**src/css_pkg.sv**
```systemverilog
package css_pkg;
    // clock source select encoding
    localparam logic [1:0] SRC_PRIMARY   = 2'h0;
    localparam logic [1:0] SRC_SECONDARY = 2'h1;
    localparam logic [1:0] SRC_INTERNAL  = 2'h2;
    localparam logic [1:0] SRC_INTERNAL2 = 2'h3;

    // reset values
    localparam logic [1:0] CLOCK_SOURCE_SELECT_RST  = 2'h0;
    localparam logic [2:0] INTERNAL_FREQ_SELECT_RST = 3'h4;
    localparam logic       LOW_FREQ_SOURCE_RST      = 1'b0;
    localparam logic       IDLE_ON_SLEEP_RST        = 1'b0;
    localparam logic [3:0] PRIMARY_OSC_CONFIG_RST   = 4'h0;

    // internal frequency select codes
    localparam logic [2:0] IFS_31K   = 3'h0;
    localparam logic [2:0] IFS_8M    = 3'h7;
    localparam int         IFS_WIDTH = 3;
    localparam int         DIV_WIDTH = 8;

    // secondary timer control bit positions
    localparam int SEC_OSC_ENABLE_BIT  = 3;
    localparam int SEC_CLK_RUNNING_BIT = 6;
    // tuning register bit position
    localparam int LOW_FREQ_SOURCE_BIT = 7;

    // switch pause, in source ticks
    localparam logic [2:0] OLD_SRC_PAUSE_TICKS = 3'h2;
    localparam logic [2:0] NEW_SRC_PAUSE_TICKS = 3'h3;

    // timing
    localparam int CLK_MHZ            = 20;
    localparam int STARTUP_SRC_TICKS  = 1024;
    localparam int PLL_STARTUP_US     = 2000;
    localparam int PLL_STARTUP_CYCLES = PLL_STARTUP_US * CLK_MHZ;
    localparam int INT_SETTLE_US      = 1;
    localparam int INT_SETTLE_CYCLES  = INT_SETTLE_US * CLK_MHZ;
    localparam int TIMER_WIDTH        = 16;

    typedef enum logic [1:0] {
        SW_RUN,
        SW_OLD_WAIT,
        SW_NEW_WAIT
    } css_sw_state_t;

    typedef enum logic [1:0] {
        PM_RUN,
        PM_IDLE,
        PM_SLEEP
    } css_pm_state_t;
endpackage

```
**src/css_postscaler.sv**
```systemverilog
`timescale 1ns/1ps
module css_postscaler (
    input  wire logic                          i_clk,
    input  wire logic                          i_reset_n,
    input  wire logic                          i_fast_tick,
    input  wire logic                          i_slow_tick,
    input  wire logic [css_pkg::IFS_WIDTH-1:0] i_freq_sel,
    input  wire logic                          i_low_freq_source_select,
    output logic                               o_tick
);
    logic [css_pkg::DIV_WIDTH-1:0] div_ff;
    logic                          tick_ff;
    logic [css_pkg::DIV_WIDTH-1:0] mask;

    // code n divides the fast source by 2^(7-n); code 0 with the fast source divides by 256
    function automatic logic [css_pkg::DIV_WIDTH-1:0] div_mask(input logic [2:0] sel);
        logic [css_pkg::DIV_WIDTH-1:0] m;
        m = 8'hFF;
        if (sel != css_pkg::IFS_31K) begin
            m = 8'(8'hFF >> (4'(sel) + 4'h1));
        end
        return m;
    endfunction

    assign mask = div_mask(i_freq_sel);

    always_ff @(posedge i_clk or negedge i_reset_n) begin
        if (!i_reset_n) begin
            div_ff <= '0;
        end else if (i_fast_tick) begin
            div_ff <= div_ff + 8'h01;
        end
    end

    // mask applies combinationally so a new select takes effect on the next tick
    always_ff @(posedge i_clk or negedge i_reset_n) begin
        if (!i_reset_n) begin
            tick_ff <= 1'b0;
        end else if (i_freq_sel == css_pkg::IFS_31K && !i_low_freq_source_select) begin
            tick_ff <= i_slow_tick;
        end else begin
            tick_ff <= i_fast_tick && ((div_ff & mask) == mask);
        end
    end

    assign o_tick = tick_ff;
endmodule

```
**src/css_clock_switch.sv**
```systemverilog
`timescale 1ns/1ps
module css_clock_switch #(
    parameter int PLL_STARTUP_CYCLES = css_pkg::PLL_STARTUP_CYCLES
) (
    input  wire logic       i_clk,
    input  wire logic       i_reset_n,
    input  wire logic       i_primary_tick,
    input  wire logic       i_secondary_tick,
    input  wire logic       i_fast_internal_tick,
    input  wire logic       i_slow_internal_tick,
    input  wire logic [3:0] i_primary_osc_config,
    input  wire logic       i_pll_enable,
    input  wire logic       i_ctrl_write,
    input  wire logic [1:0] i_clock_source_select,
    input  wire logic [2:0] i_internal_freq_select,
    input  wire logic       i_idle_on_sleep_select,
    input  wire logic       i_tune_write,
    input  wire logic       i_low_freq_source_select,
    input  wire logic       i_secondary_osc_enable,
    input  wire logic       i_sleep,
    input  wire logic       i_wake,
    output logic            o_sys_clk_en,
    output logic            o_wdt_clk_en,
    output logic [1:0]      o_active_source,
    output logic [1:0]      o_clock_source_select,
    output logic [2:0]      o_internal_freq_select,
    output logic            o_low_freq_source_select,
    output logic            o_idle_on_sleep_select,
    output logic [3:0]      o_primary_osc_config,
    output logic            o_primary_startup_done,
    output logic            o_internal_freq_stable,
    output logic            o_secondary_clock_running,
    output logic            o_fast_internal_osc_on,
    output logic            o_secondary_osc_run,
    output logic            o_switching,
    output logic            o_idle_mode,
    output logic            o_sleep_mode
);
    logic [1:0]                  sel_ff;
    logic [2:0]                  ifs_ff;
    logic                        lfss_ff;
    logic                        idle_sel_ff;
    logic [3:0]                  cfg_ff;
    logic                        cfg_taken_ff;
    logic [1:0]                  active_ff;
    logic [1:0]                  target_ff;
    css_pkg::css_sw_state_t      sw_ff;
    logic [2:0]                  pause_ff;
    css_pkg::css_pm_state_t      pm_ff;
    logic [10:0]                 ost_ff;
    logic                        ost_done_ff;
    logic [css_pkg::TIMER_WIDTH-1:0] pll_ff;
    logic                        pll_done_ff;
    logic [css_pkg::TIMER_WIDTH-1:0] settle_ff;
    logic                        settled_ff;
    logic                        sys_en_ff;
    logic                        wdt_en_ff;
    logic                        primary_startup_done_ff;
    logic                        internal_freq_stable_ff;
    logic                        secondary_clock_running_ff;
    logic                        fast_on_ff;
    logic                        sec_run_ff;
    logic                        internal_tick;
    logic                        old_tick;
    logic                        new_tick;
    logic                        sw_start;
    logic                        switching_ff;
    logic                        idle_ff, sleep_ff;
    logic                        slow_internal_osc_only;

    // sources: 00 primary, 01 secondary, 1x internal block
    function automatic logic is_internal(input logic [1:0] src);
        return src[1];
    endfunction

    function automatic logic src_tick(input logic [1:0] src, input logic pri, input logic sec,
                                      input logic intl);
        logic t;
        t = intl;
        if (src == css_pkg::SRC_PRIMARY) begin
            t = pri;
        end else if (src == css_pkg::SRC_SECONDARY) begin
            t = sec;
        end
        return t;
    endfunction

    css_postscaler u_postscaler (
        .i_clk                    (i_clk),
        .i_reset_n                (i_reset_n),
        .i_fast_tick              (i_fast_internal_tick),
        .i_slow_tick              (i_slow_internal_tick),
        .i_freq_sel               (ifs_ff),
        .i_low_freq_source_select (lfss_ff),
        .o_tick                   (internal_tick)
    );

    assign old_tick    = src_tick(active_ff, i_primary_tick, i_secondary_tick, internal_tick);
    assign new_tick    = src_tick(target_ff, i_primary_tick, i_secondary_tick, internal_tick);
    assign sw_start    = sel_ff != active_ff && !(is_internal(sel_ff) && is_internal(active_ff));
    assign slow_internal_osc_only  = (ifs_ff == css_pkg::IFS_31K) && !lfss_ff;

    // source select register; reset covers every reset source
    always_ff @(posedge i_clk or negedge i_reset_n) begin
        if (!i_reset_n) begin
            sel_ff <= css_pkg::CLOCK_SOURCE_SELECT_RST;
        end else if (i_ctrl_write) begin
            if (i_clock_source_select != css_pkg::SRC_SECONDARY || i_secondary_osc_enable) begin
                sel_ff <= i_clock_source_select;
            end
        end
    end

    // frequency select; reset gives the 1 MHz code
    always_ff @(posedge i_clk or negedge i_reset_n) begin
        if (!i_reset_n) begin
            ifs_ff <= css_pkg::INTERNAL_FREQ_SELECT_RST;
        end else if (i_ctrl_write) begin
            ifs_ff <= i_internal_freq_select;
        end
    end

    always_ff @(posedge i_clk or negedge i_reset_n) begin
        if (!i_reset_n) begin
            idle_sel_ff <= css_pkg::IDLE_ON_SLEEP_RST;
        end else if (i_ctrl_write) begin
            idle_sel_ff <= i_idle_on_sleep_select;
        end
    end

    always_ff @(posedge i_clk or negedge i_reset_n) begin
        if (!i_reset_n) begin
            lfss_ff <= css_pkg::LOW_FREQ_SOURCE_RST;
        end else if (i_tune_write) begin
            lfss_ff <= i_low_freq_source_select;
        end
    end

    // configuration is caught once after reset release and then held
    always_ff @(posedge i_clk or negedge i_reset_n) begin
        if (!i_reset_n) begin
            cfg_ff       <= css_pkg::PRIMARY_OSC_CONFIG_RST;
            cfg_taken_ff <= 1'b0;
        end else if (!cfg_taken_ff) begin
            cfg_ff       <= i_primary_osc_config;
            cfg_taken_ff <= 1'b1;
        end
    end

    // switch sequencer: hold the clock for 2 old then 3 new ticks
    always_ff @(posedge i_clk or negedge i_reset_n) begin
        if (!i_reset_n) begin
            sw_ff     <= css_pkg::SW_RUN;
            pause_ff  <= '0;
            switching_ff <= 1'b0;
            active_ff <= css_pkg::CLOCK_SOURCE_SELECT_RST;
            target_ff <= css_pkg::CLOCK_SOURCE_SELECT_RST;
        end else begin
            unique case (sw_ff)
                css_pkg::SW_RUN: begin
                    if (sw_start) begin
                        sw_ff     <= css_pkg::SW_OLD_WAIT;
                        switching_ff <= 1'b1;
                        target_ff <= sel_ff;
                        pause_ff  <= '0;
                    end else begin
                        active_ff <= sel_ff;
                        target_ff <= sel_ff;
                    end
                end
                css_pkg::SW_OLD_WAIT: begin
                    if (old_tick) begin
                        if (pause_ff == css_pkg::OLD_SRC_PAUSE_TICKS - 3'h1) begin
                            sw_ff    <= css_pkg::SW_NEW_WAIT;
                            pause_ff <= '0;
                        end else begin
                            pause_ff <= pause_ff + 3'h1;
                        end
                    end
                end
                css_pkg::SW_NEW_WAIT: begin
                    if (new_tick) begin
                        if (pause_ff == css_pkg::NEW_SRC_PAUSE_TICKS - 3'h1) begin
                            sw_ff     <= css_pkg::SW_RUN;
                            active_ff <= target_ff;
                            switching_ff <= 1'b0;
                            pause_ff  <= '0;
                        end else begin
                            pause_ff <= pause_ff + 3'h1;
                        end
                    end
                end
                default: begin
                    sw_ff <= css_pkg::SW_RUN;
                end
            endcase
        end
    end

    // power-managed state on sleep
    always_ff @(posedge i_clk or negedge i_reset_n) begin
        if (!i_reset_n) begin
            pm_ff <= css_pkg::PM_RUN;
            {idle_ff, sleep_ff} <= 2'h0;
        end else begin
            unique case (pm_ff)
                css_pkg::PM_RUN: begin
                    if (i_sleep) begin
                        pm_ff <= idle_sel_ff ? css_pkg::PM_IDLE : css_pkg::PM_SLEEP;
                        {idle_ff, sleep_ff} <= {idle_sel_ff, !idle_sel_ff};
                    end
                end
                css_pkg::PM_IDLE,
                css_pkg::PM_SLEEP: begin
                    if (i_wake) begin
                        pm_ff <= css_pkg::PM_RUN;
                        {idle_ff, sleep_ff} <= 2'h0;
                    end
                end
                default: begin
                    pm_ff <= css_pkg::PM_RUN;
                end
            endcase
        end
    end

    // start-up timer counts primary ticks outside full sleep, whatever source is selected
    always_ff @(posedge i_clk or negedge i_reset_n) begin
        if (!i_reset_n) begin
            ost_ff      <= '0;
            ost_done_ff <= 1'b0;
        end else if (pm_ff == css_pkg::PM_SLEEP) begin
            ost_ff      <= '0;
            ost_done_ff <= 1'b0;
        end else if (!ost_done_ff && i_primary_tick) begin
            if (ost_ff == 11'(css_pkg::STARTUP_SRC_TICKS - 1)) begin
                ost_done_ff <= 1'b1;
            end else begin
                ost_ff <= ost_ff + 11'h001;
            end
        end
    end

    // pll start-up timer in system clock cycles
    always_ff @(posedge i_clk or negedge i_reset_n) begin
        if (!i_reset_n) begin
            pll_ff      <= '0;
            pll_done_ff <= 1'b0;
        end else if (!i_pll_enable || pm_ff == css_pkg::PM_SLEEP) begin
            pll_ff      <= '0;
            pll_done_ff <= 1'b0;
        end else if (!pll_done_ff) begin
            if (pll_ff == css_pkg::TIMER_WIDTH'(PLL_STARTUP_CYCLES - 1)) begin
                pll_done_ff <= 1'b1;
            end else begin
                pll_ff <= pll_ff + 16'h0001;
            end
        end
    end

    // fast oscillator settling; restarts whenever it is powered down
    always_ff @(posedge i_clk or negedge i_reset_n) begin
        if (!i_reset_n) begin
            settle_ff  <= '0;
            settled_ff <= 1'b0;
        end else if (!fast_on_ff) begin
            settle_ff  <= '0;
            settled_ff <= 1'b0;
        end else if (!settled_ff) begin
            if (settle_ff == css_pkg::TIMER_WIDTH'(css_pkg::INT_SETTLE_CYCLES - 1)) begin
                settled_ff <= 1'b1;
            end else begin
                settle_ff <= settle_ff + 16'h0001;
            end
        end
    end

    // fast osc off only when nothing needs it: slow_internal_osc at 31 kHz or full sleep
    always_ff @(posedge i_clk or negedge i_reset_n) begin
        if (!i_reset_n) begin
            fast_on_ff <= 1'b1;
        end else begin
            fast_on_ff <= !(slow_internal_osc_only && is_internal(active_ff) && is_internal(sel_ff))
                          && pm_ff != css_pkg::PM_SLEEP;
        end
    end

    // secondary oscillator follows its enable, not the power mode
    always_ff @(posedge i_clk or negedge i_reset_n) begin
        if (!i_reset_n) begin
            sec_run_ff <= 1'b0;
        end else begin
            sec_run_ff <= i_secondary_osc_enable;
        end
    end

    // gated system clock enable; stops during a switch and in idle or full sleep
    always_ff @(posedge i_clk or negedge i_reset_n) begin
        if (!i_reset_n) begin
            sys_en_ff <= 1'b0;
        end else begin
            sys_en_ff <= old_tick && sw_ff == css_pkg::SW_RUN
                         && pm_ff == css_pkg::PM_RUN && !sw_start;
        end
    end

    // watchdog tick never depends on source or frequency choice
    always_ff @(posedge i_clk or negedge i_reset_n) begin
        if (!i_reset_n) begin
            wdt_en_ff <= 1'b0;
        end else begin
            wdt_en_ff <= i_slow_internal_tick;
        end
    end

    // status flags are qualified by the active source so at most one is set
    always_ff @(posedge i_clk or negedge i_reset_n) begin
        if (!i_reset_n) begin
            primary_startup_done_ff  <= 1'b0;
            internal_freq_stable_ff  <= 1'b0;
            secondary_clock_running_ff <= 1'b0;
        end else begin
            primary_startup_done_ff  <= active_ff == css_pkg::SRC_PRIMARY && sw_ff == css_pkg::SW_RUN
                        && ost_done_ff && (pll_done_ff || !i_pll_enable);
            internal_freq_stable_ff  <= is_internal(active_ff) && sw_ff == css_pkg::SW_RUN
                        && settled_ff && !slow_internal_osc_only;
            secondary_clock_running_ff <= active_ff == css_pkg::SRC_SECONDARY
                        && sw_ff == css_pkg::SW_RUN;
        end
    end

    assign o_sys_clk_en              = sys_en_ff;
    assign o_wdt_clk_en              = wdt_en_ff;
    assign o_active_source           = active_ff;
    assign o_clock_source_select     = sel_ff;
    assign o_internal_freq_select    = ifs_ff;
    assign o_low_freq_source_select  = lfss_ff;
    assign o_idle_on_sleep_select    = idle_sel_ff;
    assign o_primary_osc_config      = cfg_ff;
    assign o_primary_startup_done    = primary_startup_done_ff;
    assign o_internal_freq_stable    = internal_freq_stable_ff;
    assign o_secondary_clock_running = secondary_clock_running_ff;
    assign o_fast_internal_osc_on    = fast_on_ff;
    assign o_secondary_osc_run       = sec_run_ff;
    assign o_switching               = switching_ff;
    assign o_idle_mode               = idle_ff;
    assign o_sleep_mode              = sleep_ff;
endmodule

```
**config.mk**
```make
export PLATFORM = sky130hd
export DESIGN_NAME = css_clock_switch
export DESIGN_NICKNAME = d
export VERILOG_FILES = /design/src/css_pkg.sv /design/src/css_postscaler.sv /design/src/css_clock_switch.sv
export SDC_FILE = /design/constraint.sdc
export NUM_CORES = 1
export LEC_CHECK = 0
export ABC_CLOCK_PERIOD_IN_PS = 3500
export BUFFER_PORTS_ARGS = -buffer_cell sky130_fd_sc_hd__buf_4
export CORE_ASPECT_RATIO = 0.6
export CORE_MARGIN = 1
export CORE_UTILIZATION = 35
export CTS_CLUSTER_DIAMETER = 80
export DETAILED_ROUTE_END_ITERATION = 6
export HOLD_SLACK_MARGIN = 0.12
export PLACE_DENSITY = 0.61
export REMOVE_ABC_BUFFERS = 1
export SETUP_SLACK_MARGIN = 0.2
export SKIP_LAST_GASP = 1
export SYNTH_ARGS = -nofsm -noshare
export SYNTH_HDL_FRONTEND = slang
export SYNTH_HIERARCHICAL = 1
export SYNTH_SLANG_ARGS = --single-unit
```
**constraint.sdc**
```tcl
create_clock -name i_clk -period 3.5 [get_ports i_clk]
set_clock_uncertainty 0.2 [all_clocks]
set_input_delay 0.525 -clock i_clk [delete_from_list [all_inputs] [get_ports i_clk]]
set_output_delay 0.525 -clock i_clk [all_outputs]
set_load 0.005 [all_outputs]
```
# ---- After elaboration in Yosys (flattened, before gate mapping)
# Cells that the tools add are included.
dict set report op_classes {
  n_addsub 6
  eq_ne 28
  n_shift 1
  muxes 53
  bitwise 1
  n_reduce_logical 52
}
# cell n
set ops {}
lappend ops {{16-bit 2-to-1 mux} 6}
lappend ops {{11-bit 2-to-1 mux} 3}
lappend ops {{16-bit by 1-bit adder with 16-bit output (second input constant)} 2}
lappend ops {{2-bit inequality test (second input constant)} 12}
lappend ops {{2-bit 2-to-1 mux} 11}
lappend ops {{1-bit 2-to-1 mux} 20}
lappend ops {{1-bit logical AND} 18}
lappend ops {{16-bit equality test (second input constant)} 1}
lappend ops {{16-bit by 5-bit equality test with 1-bit output (second input constant)} 1}
lappend ops {{3-bit 2-to-1 mux} 5}
lappend ops {{2-bit AND reduction} 6}
lappend ops {{4-bit AND reduction} 3}
lappend ops {{11-bit by 1-bit adder with 11-bit output (second input constant)} 1}
lappend ops {{11-bit by 10-bit equality test with 1-bit output (second input constant)} 1}
lappend ops {{3-bit case mux with 3 select lines} 1}
lappend ops {{8-bit by 1-bit adder with 8-bit output (second input constant)} 1}
lappend ops {{8-bit AND} 1}
lappend ops {{2-bit by 1-bit equality test with 1-bit output (second input constant)} 4}
lappend ops {{8-bit equality test} 1}
lappend ops {{1-bit zero test} 8}
lappend ops {{2-bit zero test} 4}
lappend ops {{8-bit 2-to-1 mux} 1}
lappend ops {{2-bit case mux with 2 select lines} 2}
lappend ops {{2-bit nonzero test} 4}
lappend ops {{16 further kinds} 24}
dict set report word_totals {
  reg_bits 88
  inputBits 23
  word_cells 170
}

# ---- Longest topological paths before layout
# Gate-level depths: netlist of run 1.
dict set report depth {
  depth_word 7
  mapped_depth 7
  mapped_depth_nobuf 6
}

# ---- Hierarchy
# The synthesis of run 1 kept the hierarchy.
# module n_inst cells_each area_per_inst_um2 seq_area_each_um2
set modules_own_cells {}
lappend modules_own_cells {css_clock_switch 1 398 4048.9 1979.4}
lappend modules_own_cells {css_postscaler 1 41 446.7 225.2}

# ---- Worst setup path before layout of run 1
# No wires, ideal clock.
dict set report synth_timing {
  kind {reg-to-reg}
  startpoint {reg sw_ff[0]}
  endpoint {reg sw_ff[0]}
  setup_ps 128
  arrival_time_ps 1859
  required_time_ps 3172
  setup_slack_ps 1313
  path_stages_with_launch 8
  n_path_buf 1
  cell_sequence {dfrtp_1 > inv_1 > ha_1 > buf_2 > or4b_1 > o311ai_1 > nand4b_1 > mux2_1}
}
dict set report synth_via {
  elab_chain_cells 3
  word_cells_on_any_way 10
  cone_classes {eq/ne (7); mux (1); reduce/logical (2)}
}
# element line_no
set synth_rtl {}
lappend synth_rtl {{start: declaration} css_clock_switch.sv:47} ;# css_pkg::css_sw_state_t sw_ff;
lappend synth_rtl {{start signal: assignment} css_clock_switch.sv:153} ;# sw_ff <= css_pkg::SW_RUN;
lappend synth_rtl {{start signal: assignment} css_clock_switch.sv:162} ;# sw_ff <= css_pkg::SW_OLD_WAIT;
lappend synth_rtl {{start signal: assignment} css_clock_switch.sv:174} ;# sw_ff <= css_pkg::SW_NEW_WAIT;
lappend synth_rtl {{2-bit by 1-bit equality test with 1-bit output (tied with other cells)} css_clock_switch.sv:159} ;# unique case (sw_ff)
lappend synth_rtl {{2-bit inequality test (no source line)} n/a}
lappend synth_rtl {{5-bit AND reduction (no source line)} n/a}
# Parallel ways exist; a longest one is shown, timed or not.
# A chain may end at the register's enable or synchronous reset.

# ---- Worst setup path in the final report of run 1
# Same ends and word-level chain as after synthesis.

==> impl_metrics.ini, run 1 <==
[die]
dieHeight_um = 89.8
core_area_sq_um = 12300
die_x_um = 148
dieArea_sq_um = 13300
start_util_pct = 36.6
boundaryPins = 46
num_rows = 31

[clock_network]
path_clk_slew_ps = 60
postCtsResizedCells = 0
insertion_delay_ps = 330
clk_root_buffer_cell = clkbuf_16
cts_tree = built
clock_path_buffers = 2
cts_num_sinks = 88
htree_num_levels = 3
numCtsBuffers = 9

[setup_path]
max_stage_delay_ps = 550
cp_data_arrival_time_ps = 2380
path_cells = inv_1 > ha_1 > or4b_1 > o311ai_1 > nand4b_1 > mux2_1
crit_type = flip-flop to flip-flop
worst_setup_path_start_kind = flip-flop
worstPathRequired_ps = 3510
cp_slowest_cell = or4b_1
crit_path_max_fanout = 10
critPathCaptureType = flip-flop

[placement]
place_congestion = 0.846
place_ws_ps = 1130
port_buffers = 45
dp_hpwl_mm = 7.20

[yosys]
yosysTopAreaCell = dfrtp_1
yosysMostFrequentCell = dfrtp_1
synthCells = 439
yosys-top-cells-area = dfrtp_1 48%, mux2_2 4.0%, ha_1 3.1%, nand3_1 2.7%, nor2_1 2.6%
synth_ff_type = dfrtp_1
ys_seq_area_share_pct = 49.0
yosys_warnings = 6
syn_area_sq_um = 4500
yosys-top-cells-count = 86 x dfrtp_1, 31 x nor2_1, 26 x inv_1
synth-seq-cells = 88
yosys.cell_types.count = 71
synth_edf_count = 0
netlist.area_leader.share_pct = 47.9
synth-async-reset-ratio_pct = 100
postSynthAreaPerCell_sq_um = 10.2

[detailed_routing]
wl_per_cell_um = 15.0
drtPass1Iterations = 4
drc = 0
via_count = 3536
first_iter_violations = 203
via_per_inst = 5.37
ant_nets = 0
wl_mm = 9.87

[sta]
min_period_ps = 2370
maxSlewViolCount = 0
setup_tns_ps = 0
final-hold-violation-count = 0
timing.fmax_ghz = 0.422
slew_headroom_pct = 57.0
rsz0062_at_grt = no
setup_viol = 0
worst_pin_slew_ps = 639
timing.final.ws_setup_ps = 1130
fin_crit_sh_pct = 67.7

[worst_hold_path]
hold_class = input port to flip-flop

[global_route]
antenna_found_initial = 0
grt_pass1_vias = 3389
grt_max_degree = 44
grt.total_usage_pct = 15.7
grt_overflow = 0
grt_pass1_wl_mm = 16.6

[final_layout]
regArea_sq_um = 2200
final_nets = 523
fin_util_pct = 43.4
drive_gt1_share_pct = 18.2
num_antenna_cells = 0
multi_input_area_sq_um = 2150
area_growth_syn_to_layout_pct = 18.6
nFillCells = 1161

[status]
status = finished clean

[pwr]
powerDensity_nw_per_um2 = 627
vdd_drop_max_mv = 0.270
p_total_mw = 3.34
p_leak_nw = 2.29

[run]
maxCapViolations = 0
## routing by layer
layer	routed length, um	GRT usage [%]	part of all wire [%]
met1	5240	23.8	53
met2	4120	22.1	42
met3	415	3.71	4.2
met4	96	3.78	0.97
met5	0	0	0
## through the flow
step | std cells | hold WS (ps) | area (sq um)
after floorplan | 428 | 29.4 | 4450
after global placement | 640 | 258 | 5010
after detailed placement | 640 | 257 | 5010
after CTS | 659 | 190 | 5330
after global routing | 659 | 209 | 5330
final | 659 | 198 | 5330
## area by class of cell
cell class | instances | share of cell area (%)
clock buffers | 13 | 4.69
clock inverters | 3 | 0.798
inverters | 26 | 1.83
multi-input cells | 314 | 40.3
flip-flops and latches | 88 | 41.3
well taps | 165 | 3.87
repair buffers | 50 | 7.18
## flip-flops by register name, summed over array words and instances (netlist names), 2 cells and up
register and count:
u_postscaler/div_ff 8, o_clock_source_select 2, sw_ff 2, target_ff 2
pm_ff 2, pause_ff 3, ost_ff 11, o_primary_osc_config 4
settle_ff 16, o_active_source 2, o_internal_freq_select 3, pll_ff 16
## final timing paths
check,start,end,slack (ps),cells after the start
setup / recovery,sw_ff[0],sw_ff[0],1130,6
hold / removal,i_pll_enable,o_primary_startup_done,200,2
setup reg to reg,sw_ff[0],sw_ff[0],1130,6
hold reg to reg,u_postscaler/div_ff[7],u_postscaler/div_ff[7],270,1
max in group asynchronous,i_reset_n,o_internal_freq_select[2],1810,3
min in group asynchronous,i_reset_n,settle_ff[3],520,2
## report_power, final
| part | switching, mW | internal (mW) | total (mW) |
|---|---|---|---|
| clock network | 0.378 | 0.573 | 0.950 |
| registers | 0.221 | 1.21 | 1.43 |
| logic | 0.495 | 0.463 | 0.958 |
| total | 1.09 | 2.25 | 3.34 |
## logic make-up after synthesis
kind of cell	after synthesis	synth area share [%]
AND/OR/NAND/NOR	166	21.3
AO/OA/AOI/OAI	93	13.9
flip-flops	88	49.0
buffers and inverters	37	3.17
multiplexers	22	5.37
XOR/XNOR	21	4.09
adder cells (fa/ha/maj)	11	3.06
other	1	0.0834
## placed cells by master, fill, tap and decap left out, types with 11 or more instances in the layout
| cell | n |
|---|---|
| nand3_1 | 24 |
| dfrtp_1 | 86 |
| xnor2_1 | 12 |
| o21ai_0 | 21 |
| a21oi_1 | 22 |
| nor2_1 | 31 |
| ha_1 | 11 |
| buf_4 | 47 |
| mux2_2 | 16 |
| nand2_1 | 23 |
| inv_1 | 26 |
## critical path: cells and delay by family, from the launching register on
kind	cells	cell delay, ps
compound gates	1	130
fa+ha+maj	1	300
buf+inv	1	80
flops	1	400
mux	1	370
simple gates	2	780
## what timing repair did
item,in CTS,in global routing
setup endpoints to repair,0,0
buffers inserted,0,0
endpoints found under the hold margin,42,0
hold buffers,3,0
Note: power is estimated with default switching activity, not from simulation.
==> inputs of run 2 (changes only) <==
Settings changed: ABC_CLOCK_PERIOD_IN_PS 3500 to 2400.
Clock period 3.5 ns to 2.4 ns, I/O delays scaled along.
==> impl_metrics.ini, run 2 (synthesized netlist as in run 1, its figures left out) <==
[status]
status = finished clean

[die]
num_rows = 31
boundaryPins = 46
core_area_sq_um = 12300
start_util_pct = 36.6
dieHeight_um = 89.8
dieArea_sq_um = 13300
die_x_um = 148

[setup_path]
critical_path_depth = 6
crit_type = flip-flop to flip-flop
crit_family = simple AND/OR/NAND/NOR gates
critPathCaptureType = flip-flop
cp_data_arrival_time_ps = 2180
endpoint = sw_ff[0]
max_stage_delay_ps = 550
crit_path_max_fanout = 2
worstPathRequired_ps = 2420
worst-path-buf-inv = 1
reg2reg_from = sw_ff[0]
path_cells = inv_1 > ha_2 > or4b_4 > o311ai_4 > nand4b_1 > mux2_4
worstRegToRegCells = 6
reg2reg_slack_ps = 240
r2r-end = sw_ff[0]
worst_setup_path_start_kind = flip-flop
critPathLaunch = sw_ff[0]
cp_slowest_cell = or4b_4

[clock_network]
cts_tree = built
clock_path_buffers = 2
path_clk_slew_ps = 60
insertion_delay_ps = 340
cts_num_sinks = 88
numCtsBuffers = 9
htree_num_levels = 3
clk_root_buffer_cell = clkbuf_16

[placement]
place_ws_ps = 121
dp_hpwl_mm = 7.38
port_buffers = 45
dp.cells = 647
placed_area_sq_um = 5070
place_congestion = 0.892

[pwr]
vdd_drop_max_mv = 0.475
p_leak_nw = 2.41
powerDensity_nw_per_um2 = 901

[final_layout]
final_common_cell = dfrtp_1
layout.cells.non_filler = 682
stdcell_area_sq_um = 5610
fin_util_pct = 45.6
final_nets = 546
area_growth_syn_to_layout_pct = 24.7
final_cell_mix = 86 x dfrtp_1, 54 x buf_4, 31 x nor2_1, 26 x inv_1, 24 x nand3_1
reg_top3 = pll_ff (16), settle_ff (16), ost_ff (11)
drive_gt1_share_pct = 21.1
num_antenna_cells = 0

[global_route]
grt_pass1_vias = 3412
antenna_found_initial = 0
grt_overflow = 0
grt_pass1_wl_mm = 16.9
grt.total_usage_pct = 16.1
grt_max_degree = 45

[detailed_routing]
wl_mm = 10.3
drtPass1Iterations = 5
ant_nets = 0
wl_per_cell_um = 15.1
first_iter_violations = 237
via_count = 3613
drc = 0
via_per_inst = 5.30

[sta]
rsz0062_at_grt = yes
min_period_ps = 2160
timing.final.ws_setup_ps = 240
slew_headroom_pct = 53.9
setup_tns_ps = 0
worst_pin_slew_ps = 685
timing.fmax_ghz = 0.463
final-hold-violation-count = 0
fin_crit_sh_pct = 90.0
setup_viol = 0
maxSlewViolCount = 0

[worst_hold_path]
hold_class = input port to flip-flop

[run]
maxCapViolations = 0
[run 2: changes by cell type in the layout (fill, tap and decap cells not counted), sizes merged]
cell | previous run | this run
buf | 47 | 55
clkbuf | 13 | 11
clkinv | 1 | 3
dlygate4sd3 | 3 | 18
[run 2: cell type report]
class,instances,area (sq um)
clock inverters,5,56.3
fillers,1120,6690
well taps,165,206
inverters,26,97.6
multi-input cells,314,2190
flip-flops and latches,88,2200
clock buffers,11,243
repair buffers,73,606
[run 2: worst min path at each step]
stage,start,slack [ps],cells past startpoint,end
2_1_floorplan,i_reset_n,-140,0,cfg_taken_ff
3_3_place_gp,i_reset_n,40,1,settle_ff[2]
3_5_place_dp,i_reset_n,40,1,settle_ff[14]
4_1_cts,i_sleep,130,3,pm_ff[0]
5_1_grt,i_primary_tick,150,3,ost_done_ff
6_report,i_ctrl_write,140,2,o_clock_source_select[0]
[run 2: through the flow]
step	total power, mW	hold WS (ps)
floorplan	3.00	-136
global placement	3.51	40.7
detailed placement	3.56	41.0
CTS	5.02	132
global route	5.37	148
finish	5.05	142
[run 2: power breakdown]
part,internal (mW),switching [mW]
logic,0.795,0.798
registers,1.77,0.302
clock network,0.833,0.558
total,3.39,1.66
[run 2: timing repair]
item / 4_1_cts / 5_1_grt
hold buffers: 18 / 0
resized for setup: 1 / 9
pin swaps: 1 / 1
endpoints found under the hold margin: 101 / 0
buffers inserted: 1 / 0
cloned: 0 / 0
endpoints found under the setup margin: 6 / 11
[run 2: layer usage]
metal  global-route usage [%]  up-vias  wire, um
li1                         -     1761         -
met1                     24.5     1761      5260
met2                     22.8       81      4420
met3                     3.81       10       539
met4                     3.61        0        77
met5                        0        -         0
==> inputs of run 3 (changes only) <==
Settings changed: CORE_UTILIZATION 35 to 55, PLACE_DENSITY 0.61 to 0.84.
==> impl_metrics.ini, run 3 (synthesized netlist as in run 1, its figures left out) <==
[worst_hold_path]
hold_class = input port to flip-flop
holdPathEnd = o_idle_on_sleep_select
worstHoldStart = i_ctrl_write
holdPathStages = 2

[setup_path]
worst_setup_path_start_kind = flip-flop
path_cells = inv_1 > ha_4 > or4b_4 > o311ai_2 > nand4b_1 > mux2_1
worst-path-buf-inv = 1
crit_type = flip-flop to flip-flop
cp_slowest_cell = or4b_4
crit_path_max_fanout = 6
worstRegToRegCells = 6
max_stage_delay_ps = 540
worstPathRequired_ps = 2430
crit_family = simple AND/OR/NAND/NOR gates
cp_data_arrival_time_ps = 2160
r2r-end = sw_ff[0]
critPathCaptureType = flip-flop
reg2reg_slack_ps = 260
reg2reg_from = sw_ff[0]

[clock_network]
cts_tree = built
htree_num_levels = 3
path_clk_slew_ps = 60
clk_root_buffer_cell = clkbuf_16
numCtsBuffers = 9
cts_num_sinks = 88
insertion_delay_ps = 350
clock_path_buffers = 2

[final_layout]
drive_gt1_share_pct = 20.8
area_growth_syn_to_layout_pct = 23.3
final_cell_mix = 86 x dfrtp_1, 54 x buf_4, 31 x nor2_1, 26 x inv_1, 24 x nand3_1
layout.cells.non_filler = 626
fin_util_pct = 70.3
stdcell_area_sq_um = 5540
reg_top3 = pll_ff (16), settle_ff (16), ost_ff (11)
num_antenna_cells = 0
final_nets = 547
final_common_cell = dfrtp_1

[global_route]
grt_overflow = 0
grt.total_usage_pct = 26.5
grt_pass1_vias = 3565
antenna_found_initial = 0
grt_max_degree = 46
grt_pass1_wl_mm = 17.5

[detailed_routing]
drtPass1Iterations = 4
first_iter_violations = 366
via_per_inst = 5.98
ant_nets = 0
drc = 0
via_count = 3746
wl_per_cell_um = 16.6
wl_mm = 10.4

[sta]
rsz0062_at_grt = no
setup_tns_ps = 0
fin_crit_sh_pct = 89.0
timing.hold.ws_ps = 94.5
worst_pin_slew_ps = 623
timing.fmax_ghz = 0.468
maxSlewViolCount = 0
setup_viol = 0
final-hold-violation-count = 0
min_period_ps = 2140
slew_headroom_pct = 58.1
timing.final.ws_setup_ps = 263

[pwr]
vdd_drop_max_mv = 0.629
powerDensity_nw_per_um2 = 916
p_total_mw = 5.08
p_leak_nw = 2.41

[die]
num_rows = 25
start_util_pct = 57.0
die_x_um = 119
dieHeight_um = 72.0
core_area_sq_um = 7880
boundaryPins = 46
dieArea_sq_um = 8550

[placement]
place_congestion = 0.957
placed_area_sq_um = 4990
dp_hpwl_mm = 7.05
place_ws_ps = 110
dp.cells = 588
port_buffers = 45

[status]
status = finished clean

[run]
maxCapViolations = 0
## run 3: cell count changes in the layout (fill, tap and decap cells not counted), sizes merged
cell	change
inv	+1
clkinvlp	+1
clkinv	-1
dlygate4sd3	+1
clkbuf	-1
## run 3: worst max-delay path by stage
stage	slack, ps	startpoint	endpoint	cells past startpoint
after floorplan	260	sw_ff[0]	sw_ff[0]	6
after global placement	230	sw_ff[0]	sw_ff[0]	6
after detailed placement	110	sw_ff[0]	sw_ff[0]	6
after CTS	170	sw_ff[0]	sw_ff[0]	6
after global routing	200	sw_ff[1]	pause_ff[0]	6
final	260	sw_ff[0]	sw_ff[0]	6
## run 3: layout make-up
class	instances	area, sq um
clock buffers	10	239
inverters	26	97.6
well taps	108	135
repair buffers	74	616
multi-input cells	314	2180
flip-flops and latches	88	2200
fillers	596	2340
clock inverters	6	67.6
## run 3: where the power goes
part	internal [mW]	switching, mW	leakage (nW)
clock	0.838	0.600	0.145
combinational	0.767	0.796	1.11
sequential	1.77	0.308	1.15
## run 3: metal layers
metal | up-vias | global-route usage, % | wire, um
met2 | 129 | 41.1 | 4800
li1 | 1760 | - | -
met3 | 12 | 6.21 | 655
met5 | - | 0 | 0
met4 | 0 | 9.00 | 137
met1 | 1845 | 37.3 | 4820
## run 3: repair_timing
item | in CTS | in global routing
endpoints found under the setup margin | 4 | 8
hold buffers | 20 | 0
gates cloned | 0 | 0
pin swaps | 0 | 2
hold endpoints to repair | 60 | 0
buffers inserted | 1 | 2
resized for setup | 1 | 7
